File: src/tdac_regs.svh
// constants of the two-wire converter and output setter
// assumes a 50 MHz core clock and a master that drives the serial clock
//
// Overview of operation
// - setting byte clears to zero at reset: top converter level, outputs low
// - upper five setting bits form the converter code, inverted sense
// - three low setting bits drive the three digital outputs directly
// - answer only the seven-bit slave address in the upper address-byte bits
// - each transaction is start, three bytes, stop
// - data falling while clock high is a start, opening a new transfer
// - data rising while clock high is a stop, ending the transfer
// - master changes data only while clock low; device samples on rise
// - device drives its bit at the falling edge before the sampling rise
// - receiver pulls data low in the ninth clock to acknowledge
// - bytes are eight bits, most significant first, then acknowledge
// - first byte after start holds address and direction, one means read
// - write: address, memory byte AAh, setting byte, all acknowledged
// - read: address acknowledged, device returns 00h then setting byte
// - after master acknowledges final byte, device releases the data line
// - both lines high with no transfer puts device in low-power idle
`ifndef TDAC_REGS_SVH
`define TDAC_REGS_SVH

// ==========================================================
// bus addressing
`define TDAC_SLAVE_ADDR 7'h2C
`define TDAC_MEM_WR 8'hAA
`define TDAC_MEM_RD 8'h00

// ==========================================================
// setting byte layout
`define TDAC_SETTING_RST 8'h00
`define TDAC_DAC_RST 5'h1F
`define TDAC_DOUT_RST 3'h0
`define TDAC_DAC_MSB 7
`define TDAC_DAC_LSB 3
`define TDAC_OUT0_BIT 0
`define TDAC_OUT1_BIT 1
`define TDAC_OUT2_BIT 2

// ==========================================================
// byte sequencing
`define TDAC_BYTE_ADDR 2'h0
`define TDAC_BYTE_MEM 2'h1
`define TDAC_BYTE_DATA 2'h2
`define TDAC_LAST_BIT 3'h7

`endif

File: src/tdac_pkg.sv
// types shared by the two-wire converter and output setter
// assumes nothing beyond the constants header
package tdac_pkg;

  // ==========================================================
  // sampled bus lines
  typedef struct packed {
    logic scl;
    logic sda;
  } tdac_lines_t;

  // ==========================================================
  // transfer states
  typedef enum logic [2:0] {
    TDAC_IDLE = 3'b000,
    TDAC_RX = 3'b001,
    TDAC_RX_ACK = 3'b010,
    TDAC_TX = 3'b011,
    TDAC_TX_ACK = 3'b100,
    TDAC_WAIT = 3'b101
  } tdac_state_t;

endpackage : tdac_pkg

File: src/tdac_sync.sv
// two-flop synchroniser for the serial bus lines
// assumes lines idle high; first stage feeds only the second
`timescale 1ns/1ns
module tdac_sync (
  // clock and reset
  input wire logic core_clk,
  input wire logic rst_n,
  // asynchronous lines
  input tdac_pkg::tdac_lines_t lines_in,
  // synchronised lines
  output tdac_pkg::tdac_lines_t lines_out
);

  // ==========================================================
  // two stages
  tdac_pkg::tdac_lines_t meta_r;
  tdac_pkg::tdac_lines_t stable_r;

  // reset to the idle-high bus so no false start at release
  always_ff @(posedge core_clk or negedge rst_n) begin
    if (!rst_n) begin
      meta_r <= 2'h3;
      stable_r <= 2'h3;
    end else begin
      meta_r <= lines_in;
      stable_r <= meta_r;
    end
  end

  assign lines_out = stable_r;

endmodule : tdac_sync

File: src/tdac_top.sv
// two-wire slave holding one converter and output setting byte
// assumes an external master clocking the bus far below core_clk
`timescale 1ns/1ns
`include "tdac_regs.svh"
module tdac_top (
  // clock and reset
  input wire logic core_clk,
  input wire logic rst_n,
  // two-wire bus
  input wire logic scl_in,
  input wire logic sda_in,
  output logic sda_out,
  output logic sda_oe,
  // converter and digital outputs
  output logic [4:0] dac_level,
  output logic digital_out_0,
  output logic digital_out_1,
  output logic digital_out_2,
  // power state
  output logic idle_lowpower
);

  // ==========================================================
  // reset release
  logic rst_ff1_r;
  logic rst_ff2_r;
  logic rst_n_s;

  always_ff @(posedge core_clk or negedge rst_n) begin
    if (!rst_n) begin
      rst_ff1_r <= 1'b0;
      rst_ff2_r <= 1'b0;
    end else begin
      rst_ff1_r <= 1'b1;
      rst_ff2_r <= rst_ff1_r;
    end
  end

  assign rst_n_s = rst_ff2_r;

  // ==========================================================
  // line sampling and event detection
  tdac_pkg::tdac_lines_t lines_raw;
  tdac_pkg::tdac_lines_t lines_s;
  tdac_pkg::tdac_lines_t lines_prev_r;

  assign lines_raw = '{scl: scl_in, sda: sda_in};

  tdac_sync u_sync (
    .core_clk(core_clk),
    .rst_n(rst_n_s),
    .lines_in(lines_raw),
    .lines_out(lines_s)
  );

  always_ff @(posedge core_clk or negedge rst_n_s) begin
    if (!rst_n_s) begin
      lines_prev_r <= 2'h3;
    end else begin
      lines_prev_r <= lines_s;
    end
  end

  wire scl_rise_w = lines_s.scl & ~lines_prev_r.scl;
  wire scl_fall_w = ~lines_s.scl & lines_prev_r.scl;
  wire scl_high_w = lines_s.scl & lines_prev_r.scl;
  // data edges only count while clock stays high across both samples
  wire start_w = scl_high_w & lines_prev_r.sda & ~lines_s.sda;
  wire stop_w = scl_high_w & ~lines_prev_r.sda & lines_s.sda;

  // ==========================================================
  // address decode, shared with the checks below
  function automatic logic tdac_addr_hit(input logic [7:0] addr_byte);
    tdac_addr_hit = (addr_byte[7:1] == `TDAC_SLAVE_ADDR);
  endfunction : tdac_addr_hit

  // ==========================================================
  // transfer state
  tdac_pkg::tdac_state_t state_r;
  tdac_pkg::tdac_state_t state_nxt;
  logic [2:0] bit_cnt_r;
  logic [2:0] bit_cnt_nxt;
  logic [1:0] byte_idx_r;
  logic [1:0] byte_idx_nxt;
  logic [7:0] shift_r;
  logic [7:0] shift_nxt;
  logic [7:0] tx_r;
  logic [7:0] tx_nxt;
  logic rx_done_r;
  logic rx_done_nxt;
  logic is_read_r;
  logic is_read_nxt;
  logic mem_ok_r;
  logic mem_ok_nxt;
  logic mack_r;
  logic mack_nxt;
  logic oe_r;
  logic oe_nxt;
  logic [7:0] setting_r;
  logic [7:0] setting_nxt;

  wire addr_hit_w = tdac_addr_hit(shift_r);
  wire mem_match_w = (shift_r == `TDAC_MEM_WR);
  wire [7:0] rx_shift_w = {shift_r[6:0], lines_s.sda};
  wire [7:0] tx_shift_w = {tx_r[6:0], 1'b0};
  wire [7:0] rd_first_w = `TDAC_MEM_RD;

  always_comb begin
    state_nxt = state_r;
    bit_cnt_nxt = bit_cnt_r;
    byte_idx_nxt = byte_idx_r;
    shift_nxt = shift_r;
    tx_nxt = tx_r;
    rx_done_nxt = rx_done_r;
    is_read_nxt = is_read_r;
    mem_ok_nxt = mem_ok_r;
    mack_nxt = mack_r;
    oe_nxt = oe_r;
    setting_nxt = setting_r;
    if (start_w) begin
      // a repeated start also lands here and aborts the old transfer
      state_nxt = tdac_pkg::TDAC_RX;
      bit_cnt_nxt = 3'h0;
      byte_idx_nxt = `TDAC_BYTE_ADDR;
      rx_done_nxt = 1'b0;
      is_read_nxt = 1'b0;
      mem_ok_nxt = 1'b0;
      oe_nxt = 1'b0;
    end else if (stop_w) begin
      state_nxt = tdac_pkg::TDAC_IDLE;
      oe_nxt = 1'b0;
    end else begin
      case (state_r)
        tdac_pkg::TDAC_IDLE: begin
          state_nxt = tdac_pkg::TDAC_IDLE;
        end
        tdac_pkg::TDAC_RX: begin
          if (scl_rise_w) begin
            shift_nxt = rx_shift_w;
            bit_cnt_nxt = bit_cnt_r + 3'h1;
            if (bit_cnt_r == `TDAC_LAST_BIT) begin
              rx_done_nxt = 1'b1;
            end
          end else if (scl_fall_w && rx_done_r) begin
            rx_done_nxt = 1'b0;
            if (byte_idx_r == `TDAC_BYTE_ADDR) begin
              if (addr_hit_w) begin
                is_read_nxt = shift_r[0];
                oe_nxt = 1'b1;
                state_nxt = tdac_pkg::TDAC_RX_ACK;
              end else begin
                state_nxt = tdac_pkg::TDAC_WAIT;
              end
            end else begin
              oe_nxt = 1'b1;
              state_nxt = tdac_pkg::TDAC_RX_ACK;
              if (byte_idx_r == `TDAC_BYTE_MEM) begin
                mem_ok_nxt = mem_match_w;
              end else if (mem_ok_r) begin
                setting_nxt = shift_r;
              end
            end
          end
        end
        tdac_pkg::TDAC_RX_ACK: begin
          if (scl_fall_w) begin
            byte_idx_nxt = byte_idx_r + 2'h1;
            bit_cnt_nxt = 3'h0;
            if (is_read_r) begin
              tx_nxt = rd_first_w;
              oe_nxt = ~rd_first_w[7];
              state_nxt = tdac_pkg::TDAC_TX;
            end else if (byte_idx_r == `TDAC_BYTE_DATA) begin
              oe_nxt = 1'b0;
              state_nxt = tdac_pkg::TDAC_WAIT;
            end else begin
              oe_nxt = 1'b0;
              state_nxt = tdac_pkg::TDAC_RX;
            end
          end
        end
        tdac_pkg::TDAC_TX: begin
          if (scl_fall_w) begin
            if (bit_cnt_r == `TDAC_LAST_BIT) begin
              oe_nxt = 1'b0;
              state_nxt = tdac_pkg::TDAC_TX_ACK;
            end else begin
              tx_nxt = tx_shift_w;
              bit_cnt_nxt = bit_cnt_r + 3'h1;
              oe_nxt = ~tx_r[6];
            end
          end
        end
        tdac_pkg::TDAC_TX_ACK: begin
          if (scl_rise_w) begin
            mack_nxt = ~lines_s.sda;
          end else if (scl_fall_w) begin
            bit_cnt_nxt = 3'h0;
            if (byte_idx_r == `TDAC_BYTE_MEM && mack_r) begin
              byte_idx_nxt = `TDAC_BYTE_DATA;
              tx_nxt = setting_r;
              oe_nxt = ~setting_r[7];
              state_nxt = tdac_pkg::TDAC_TX;
            end else begin
              oe_nxt = 1'b0;
              state_nxt = tdac_pkg::TDAC_WAIT;
            end
          end
        end
        tdac_pkg::TDAC_WAIT: begin
          // extra bytes beyond the three are ignored until stop or a new start
          state_nxt = tdac_pkg::TDAC_WAIT;
        end
        default: begin
          state_nxt = tdac_pkg::TDAC_IDLE;
          oe_nxt = 1'b0;
        end
      endcase
    end
  end

  always_ff @(posedge core_clk or negedge rst_n_s) begin
    if (!rst_n_s) begin
      state_r <= tdac_pkg::TDAC_IDLE;
      bit_cnt_r <= 3'h0;
      byte_idx_r <= 2'h0;
      shift_r <= 8'h00;
      tx_r <= 8'h00;
      rx_done_r <= 1'b0;
      is_read_r <= 1'b0;
      mem_ok_r <= 1'b0;
      mack_r <= 1'b0;
      oe_r <= 1'b0;
      setting_r <= `TDAC_SETTING_RST;
    end else begin
      state_r <= state_nxt;
      bit_cnt_r <= bit_cnt_nxt;
      byte_idx_r <= byte_idx_nxt;
      shift_r <= shift_nxt;
      tx_r <= tx_nxt;
      rx_done_r <= rx_done_nxt;
      is_read_r <= is_read_nxt;
      mem_ok_r <= mem_ok_nxt;
      mack_r <= mack_nxt;
      oe_r <= oe_nxt;
      setting_r <= setting_nxt;
    end
  end

  // ==========================================================
  // output registers
  logic [4:0] dac_level_r;
  logic [2:0] dout_r;
  logic idle_r;
  logic sda_out_r;

  // converter level rises with voltage, so the stored code is inverted
  wire [4:0] dac_level_w = ~setting_r[`TDAC_DAC_MSB:`TDAC_DAC_LSB];
  wire [2:0] dout_w = {setting_r[`TDAC_OUT2_BIT], setting_r[`TDAC_OUT1_BIT],
                       setting_r[`TDAC_OUT0_BIT]};
  wire idle_w = (state_r == tdac_pkg::TDAC_IDLE) & lines_s.scl & lines_s.sda;

  always_ff @(posedge core_clk or negedge rst_n_s) begin
    if (!rst_n_s) begin
      dac_level_r <= `TDAC_DAC_RST;
      dout_r <= `TDAC_DOUT_RST;
      idle_r <= 1'b0;
      sda_out_r <= 1'b0;
    end else begin
      dac_level_r <= dac_level_w;
      dout_r <= dout_w;
      idle_r <= idle_w;
      sda_out_r <= 1'b0;
    end
  end

  // open drain: only ever pulls low
  assign sda_out = sda_out_r;
  assign sda_oe = oe_r;
  assign dac_level = dac_level_r;
  assign digital_out_0 = dout_r[0];
  assign digital_out_1 = dout_r[1];
  assign digital_out_2 = dout_r[2];
  assign idle_lowpower = idle_r;
endmodule : tdac_top
File: config.mk
export PLATFORM = sky130hd
export DESIGN_NAME = tdac_top
export DESIGN_NICKNAME = d
export VERILOG_FILES = /design/src/tdac_pkg.sv /design/src/tdac_sync.sv /design/src/tdac_top.sv
export VERILOG_INCLUDE_DIRS = /design/src
export SDC_FILE = /design/constraint.sdc
export NUM_CORES = 1
export LEC_CHECK = 0
export ABC_CLOCK_PERIOD_IN_PS = 2200
export BUFFER_PORTS_ARGS = -buffer_cell sky130_fd_sc_hd__buf_2
export CAP_MARGIN = 20
export CORE_ASPECT_RATIO = 0.9
export CORE_MARGIN = 2
export CORE_UTILIZATION = 26
export DETAILED_ROUTE_END_ITERATION = 7
export SYNTH_ARGS = -nofsm -noshare
export SYNTH_HDL_FRONTEND = slang
export SYNTH_SLANG_ARGS = --single-unit
File: constraint.sdc
create_clock -name core_clk -period 2.2 [get_ports core_clk]
set_input_delay 0.22 -clock core_clk [delete_from_list [all_inputs] [get_ports core_clk]]
set_output_delay 0.22 -clock core_clk [all_outputs]
set_load 0.1 [all_outputs]
==> qor.json <==
{
  "synth": {
    "synth.yosys.warnings": 0,
    "yosys.area_share.simple_pct": 15.0,
    "synthAdderAreaFrac_pct": 3.44,
    "multiplexer_share_of_the_synthesized_area_pct": 9.54,
    "synth_top_area_share_pct": 41.3,
    "synth_enable_flop_cells": 0,
    "postSynthCellCount": 230,
    "post_synthesis_share_of_cell_area_spent_on_xor_and_xnor_gates_pct": 0.344,
    "synth_async_sr_flop_share_pct": 100,
    "post_synth.cell_area_avg_um2": 11.1,
    "post-synth-top-area-cell": "sky130_fd_sc_hd__dfrtp_1",
    "portion_of_the_post_synthesis_area_used_by_sequential_elements_pct": 52.7,
    "summed_instance_area_of_the_synthesized_netlist_um2": 2540,
    "synthDistinctLibCells": 52,
    "yosys_most_used_dff": "sky130_fd_sc_hd__dfrtp_1",
    "synth_compound_gate_area_share_pct": 14.4,
    "synth_top_family_by_area": "simple AND/OR/NAND/NOR gates",
    "synth_fp_nets": 241,
    "yosys-top-cells-area": "sky130_fd_sc_hd__dfrtp_1 (41%), sky130_fd_sc_hd__dfstp_2 (11%), sky130_fd_sc_hd__mux2_1 (8.0%)",
    "ys_ff_latch": 53
  },
  "pwr": {
    "power_frac_seq_pct": 47.1,
    "powerDensity_nw_per_um2": 904,
    "leakage_nw": 1.25,
    "total_net_switching_power_mw": 1.00,
    "power_switching_share_pct": 38.1,
    "pwr-share-comb_pct": 30.6,
    "clock_power_share_pct": 22.3,
    "p_total_mw": 2.63,
    "internal-power_mw": 1.63,
    "peakVddDrop_mv": 0.246
  },
  "final_layout": {
    "areaGrowthSynthToFinish_pct": 14.4,
    "most_common_cell_after_layout_fill_and_taps_aside": "sky130_fd_sc_hd__dfrtp_1",
    "ant_diodes": 0,
    "final_nets": 262,
    "layout-drive-gt1-share_pct": 19.4,
    "layout.cells.most_common_list": "sky130_fd_sc_hd__dfrtp_1 (41), sky130_fd_sc_hd__nand2_1 (23), sky130_fd_sc_hd__mux2_1 (18), sky130_fd_sc_hd__inv_1 (16), sky130_fd_sc_hd__o21ai_1 (14)",
    "final.fill_count": 1028
  },
  "detailed_routing": {
    "overall_via_count_from_detail_route": 1788,
    "drt-vias-per-instance": 4.73,
    "final_antenna_net_count": 0,
    "wirelength_mm": 5.23,
    "wl_per_cell_um": 13.8,
    "first_iter_violations": 107,
    "drt_first_pass_iters": 4,
    "drc": 0
  },
  "timing": {
    "timing.final.crit_share_pct": 86.7,
    "worst_slew_pin_slew_ps": 513,
    "min_period_ps": 1910,
    "final-setup-viol-count": 0,
    "timing.max_slew.rel_slack_pct": 65.7,
    "final_hold_viol_count": 0,
    "timing.setup.tns_ps": 0,
    "grt_setup_unrepaired": "false",
    "worst_clock_skew_ps": 8.08,
    "max_clock_freq_mhz": 524,
    "finalMaxSlewViolations": 0
  },
  "global_route": {
    "grt_start_max_net_pins": 52,
    "first_global_vias": 1796,
    "grt_remaining_overflow": 0,
    "grt_pass1_wl_mm": 8.96,
    "gr-usage-all-layers_pct": 10.8,
    "initial_antenna_violation_count": 0
  },
  "clocking": {
    "cts_made_buffers": 5,
    "tritoncts": "done",
    "clk_slew_on_worst_s_h_paths_ps": 110,
    "clk_latency_worst_skew_pair_ps": 310,
    "cts-htree-levels": 2,
    "clock_sink_count": 53,
    "cts.path.max_buffers": 2,
    "clockRootBuffer": "sky130_fd_sc_hd__clkbuf_8",
    "cts_setup_buffers": 0
  },
  "floorplan": {
    "die_x_um": 108,
    "fp.dieArea_um2": 10600,
    "start_util_pct": 26.5,
    "coreArea_um2": 9610,
    "io-pin-count": 15,
    "rows": 34,
    "die_h_um": 97.9
  },
  "placed_design": {
    "dp_hpwl_mm": 3.73,
    "routabilityCongestion": 0.860,
    "portBuffers": 13
  },
  "worst_setup_path": {
    "cp_data_arrival_time_ps": 2110,
    "kind_of_capture_point_of_the_worst_setup_path": "register",
    "r2r_slack_ps": 290,
    "path_class": "reg -> reg",
    "critical_path_start_type": "register",
    "critical_path_peak_fanout": 14,
    "required_time_of_the_worst_setup_path_ps": 2410,
    "reg2reg_depth": 7,
    "worst_r2r_startpoint": "state_r[0]",
    "worst_r2r_endpoint": "tx_r[3]"
  },
  "job": {
    "reported_max_cap_violation_count": 0
  },
  "run_status": {
    "run_status": "finished, final reports clean"
  },
  "min_path": {
    "worst_hold_path_type": "in -> async"
  }
}
-- worst max-delay path by stage --
stage                             start             to  slack [ps]
floorplan           u_sync.lines_out[0]  byte_idx_r[0]         520
global placement             state_r[0]        tx_r[5]         340
detailed placement           state_r[0]        tx_r[3]         330
CTS                          state_r[0]        tx_r[3]         320
global route                 state_r[0]        tx_r[0]         190
finish                       state_r[0]        tx_r[3]         290
-- metal layers --
layer  GRT usage [%]  share of wire [%]
met1            15.6                 49
met5               0                  0
met2            15.8                 45
met4            4.34                1.5
met3            1.94                4.0
-- through the flow --
stage	utilization (%)	std cells	hold slack, ps	setup slack, ps	instance area, um^2
after global placement	29.0	367	6.94	344	2790
after detailed placement	29.0	367	7.60	328	2790
after global routing	30.3	378	198	194	2910
after CTS	30.3	378	191	319	2910
final	30.3	378	203	292	2910
after floorplan	-	230	-75.6	522	2540
-- flip-flops by register name (all words and copies together), names as in the netlist --
signal / flops
setting_r: 8
shift_r: 8
tx_r: 7
dac_level: 5
bit_cnt_r: 3
dout_r: 3
state_r: 3
byte_idx_r: 2
lines_prev_r: 2
u_sync.lines_out: 2
u_sync.meta_r: 2
idle_lowpower: 1
is_read_r: 1
mack_r: 1
mem_ok_r: 1
rst_ff1_r: 1
rst_ff2_r: 1
rx_done_r: 1
sda_oe: 1
-- power groups by stage --
stage          logic (mW)  clock network (mW)  registers [mW]
6_report            0.804               0.587            1.24
5_1_grt             0.892               0.662            1.26
4_1_cts             0.807               0.612            1.24
3_5_place_dp        0.799                   0            1.26
3_3_place_gp        0.782                   0            1.26
2_1_floorplan       0.537                   0            1.30
-- synthesized netlist by cell type, types with 2 or more instances --
| cell | count |
|---|---|
| sky130_fd_sc_hd__nand3b_1 | 3 |
| sky130_fd_sc_hd__buf_4 | 2 |
| sky130_fd_sc_hd__nand2b_1 | 2 |
| sky130_fd_sc_hd__o21ai_0 | 5 |
| sky130_fd_sc_hd__o22ai_1 | 2 |
| sky130_fd_sc_hd__ha_1 | 7 |
| sky130_fd_sc_hd__a21oi_1 | 7 |
| sky130_fd_sc_hd__mux2i_1 | 4 |
| sky130_fd_sc_hd__nor2_1 | 9 |
| sky130_fd_sc_hd__a22oi_1 | 7 |
| sky130_fd_sc_hd__mux2_1 | 18 |
| sky130_fd_sc_hd__conb_1 | 2 |
| sky130_fd_sc_hd__inv_1 | 16 |
| sky130_fd_sc_hd__nand2_1 | 23 |
| sky130_fd_sc_hd__o2bb2ai_1 | 2 |
| sky130_fd_sc_hd__o211ai_1 | 2 |
| sky130_fd_sc_hd__dfrtp_1 | 42 |
| sky130_fd_sc_hd__dfstp_2 | 11 |
| sky130_fd_sc_hd__nor2b_1 | 2 |
| sky130_fd_sc_hd__clkbuf_1 | 2 |
| sky130_fd_sc_hd__nor4_1 | 3 |
| sky130_fd_sc_hd__o31ai_1 | 2 |
| sky130_fd_sc_hd__nand4b_1 | 2 |
| sky130_fd_sc_hd__and3_1 | 2 |
| sky130_fd_sc_hd__buf_2 | 5 |
| sky130_fd_sc_hd__o21ai_1 | 14 |
| sky130_fd_sc_hd__nand3_1 | 4 |
| sky130_fd_sc_hd__nor3_1 | 6 |
-- area by class of cell --
cell class	count	area (um^2)	share of cell area, %
Multi-Input combinational cell	151	1090	37.6
Inverter	17	63.8	2.19
Timing Repair Buffer	23	160	5.50
Clock inverter	3	25.0	0.860
Tap cell	126	158	5.42
Clock buffer	5	68.8	2.36
Sequential cell	53	1340	46.1
-- timing repair --
item / in CTS / in global routing
gates resized for setup: 0 / 0
hold buffers: 3 / 0
endpoints found under the hold margin: 4 / 0
-- cells by family (layout without fill, tap and decap cells) --
group	count (synthesis)	count (layout)
compound gates	53	53
xor+xnor	1	1
fa+ha+maj	7	7
buf+inv	26	48
flops	53	53
mux	22	22
other cells	2	2
simple gates	66	66
-- worst max-delay path: stages (launching register included) --
cell	delay, ps
sky130_fd_sc_hd__dfrtp_1	550
sky130_fd_sc_hd__nor3b_4	430
sky130_fd_sc_hd__buf_4	250
sky130_fd_sc_hd__and3_1	170
sky130_fd_sc_hd__o21ai_1	70
sky130_fd_sc_hd__buf_4	190
sky130_fd_sc_hd__nand2_1	80
sky130_fd_sc_hd__o21ai_1	60
No activity file was read; power rests on OpenSTA's default activity.
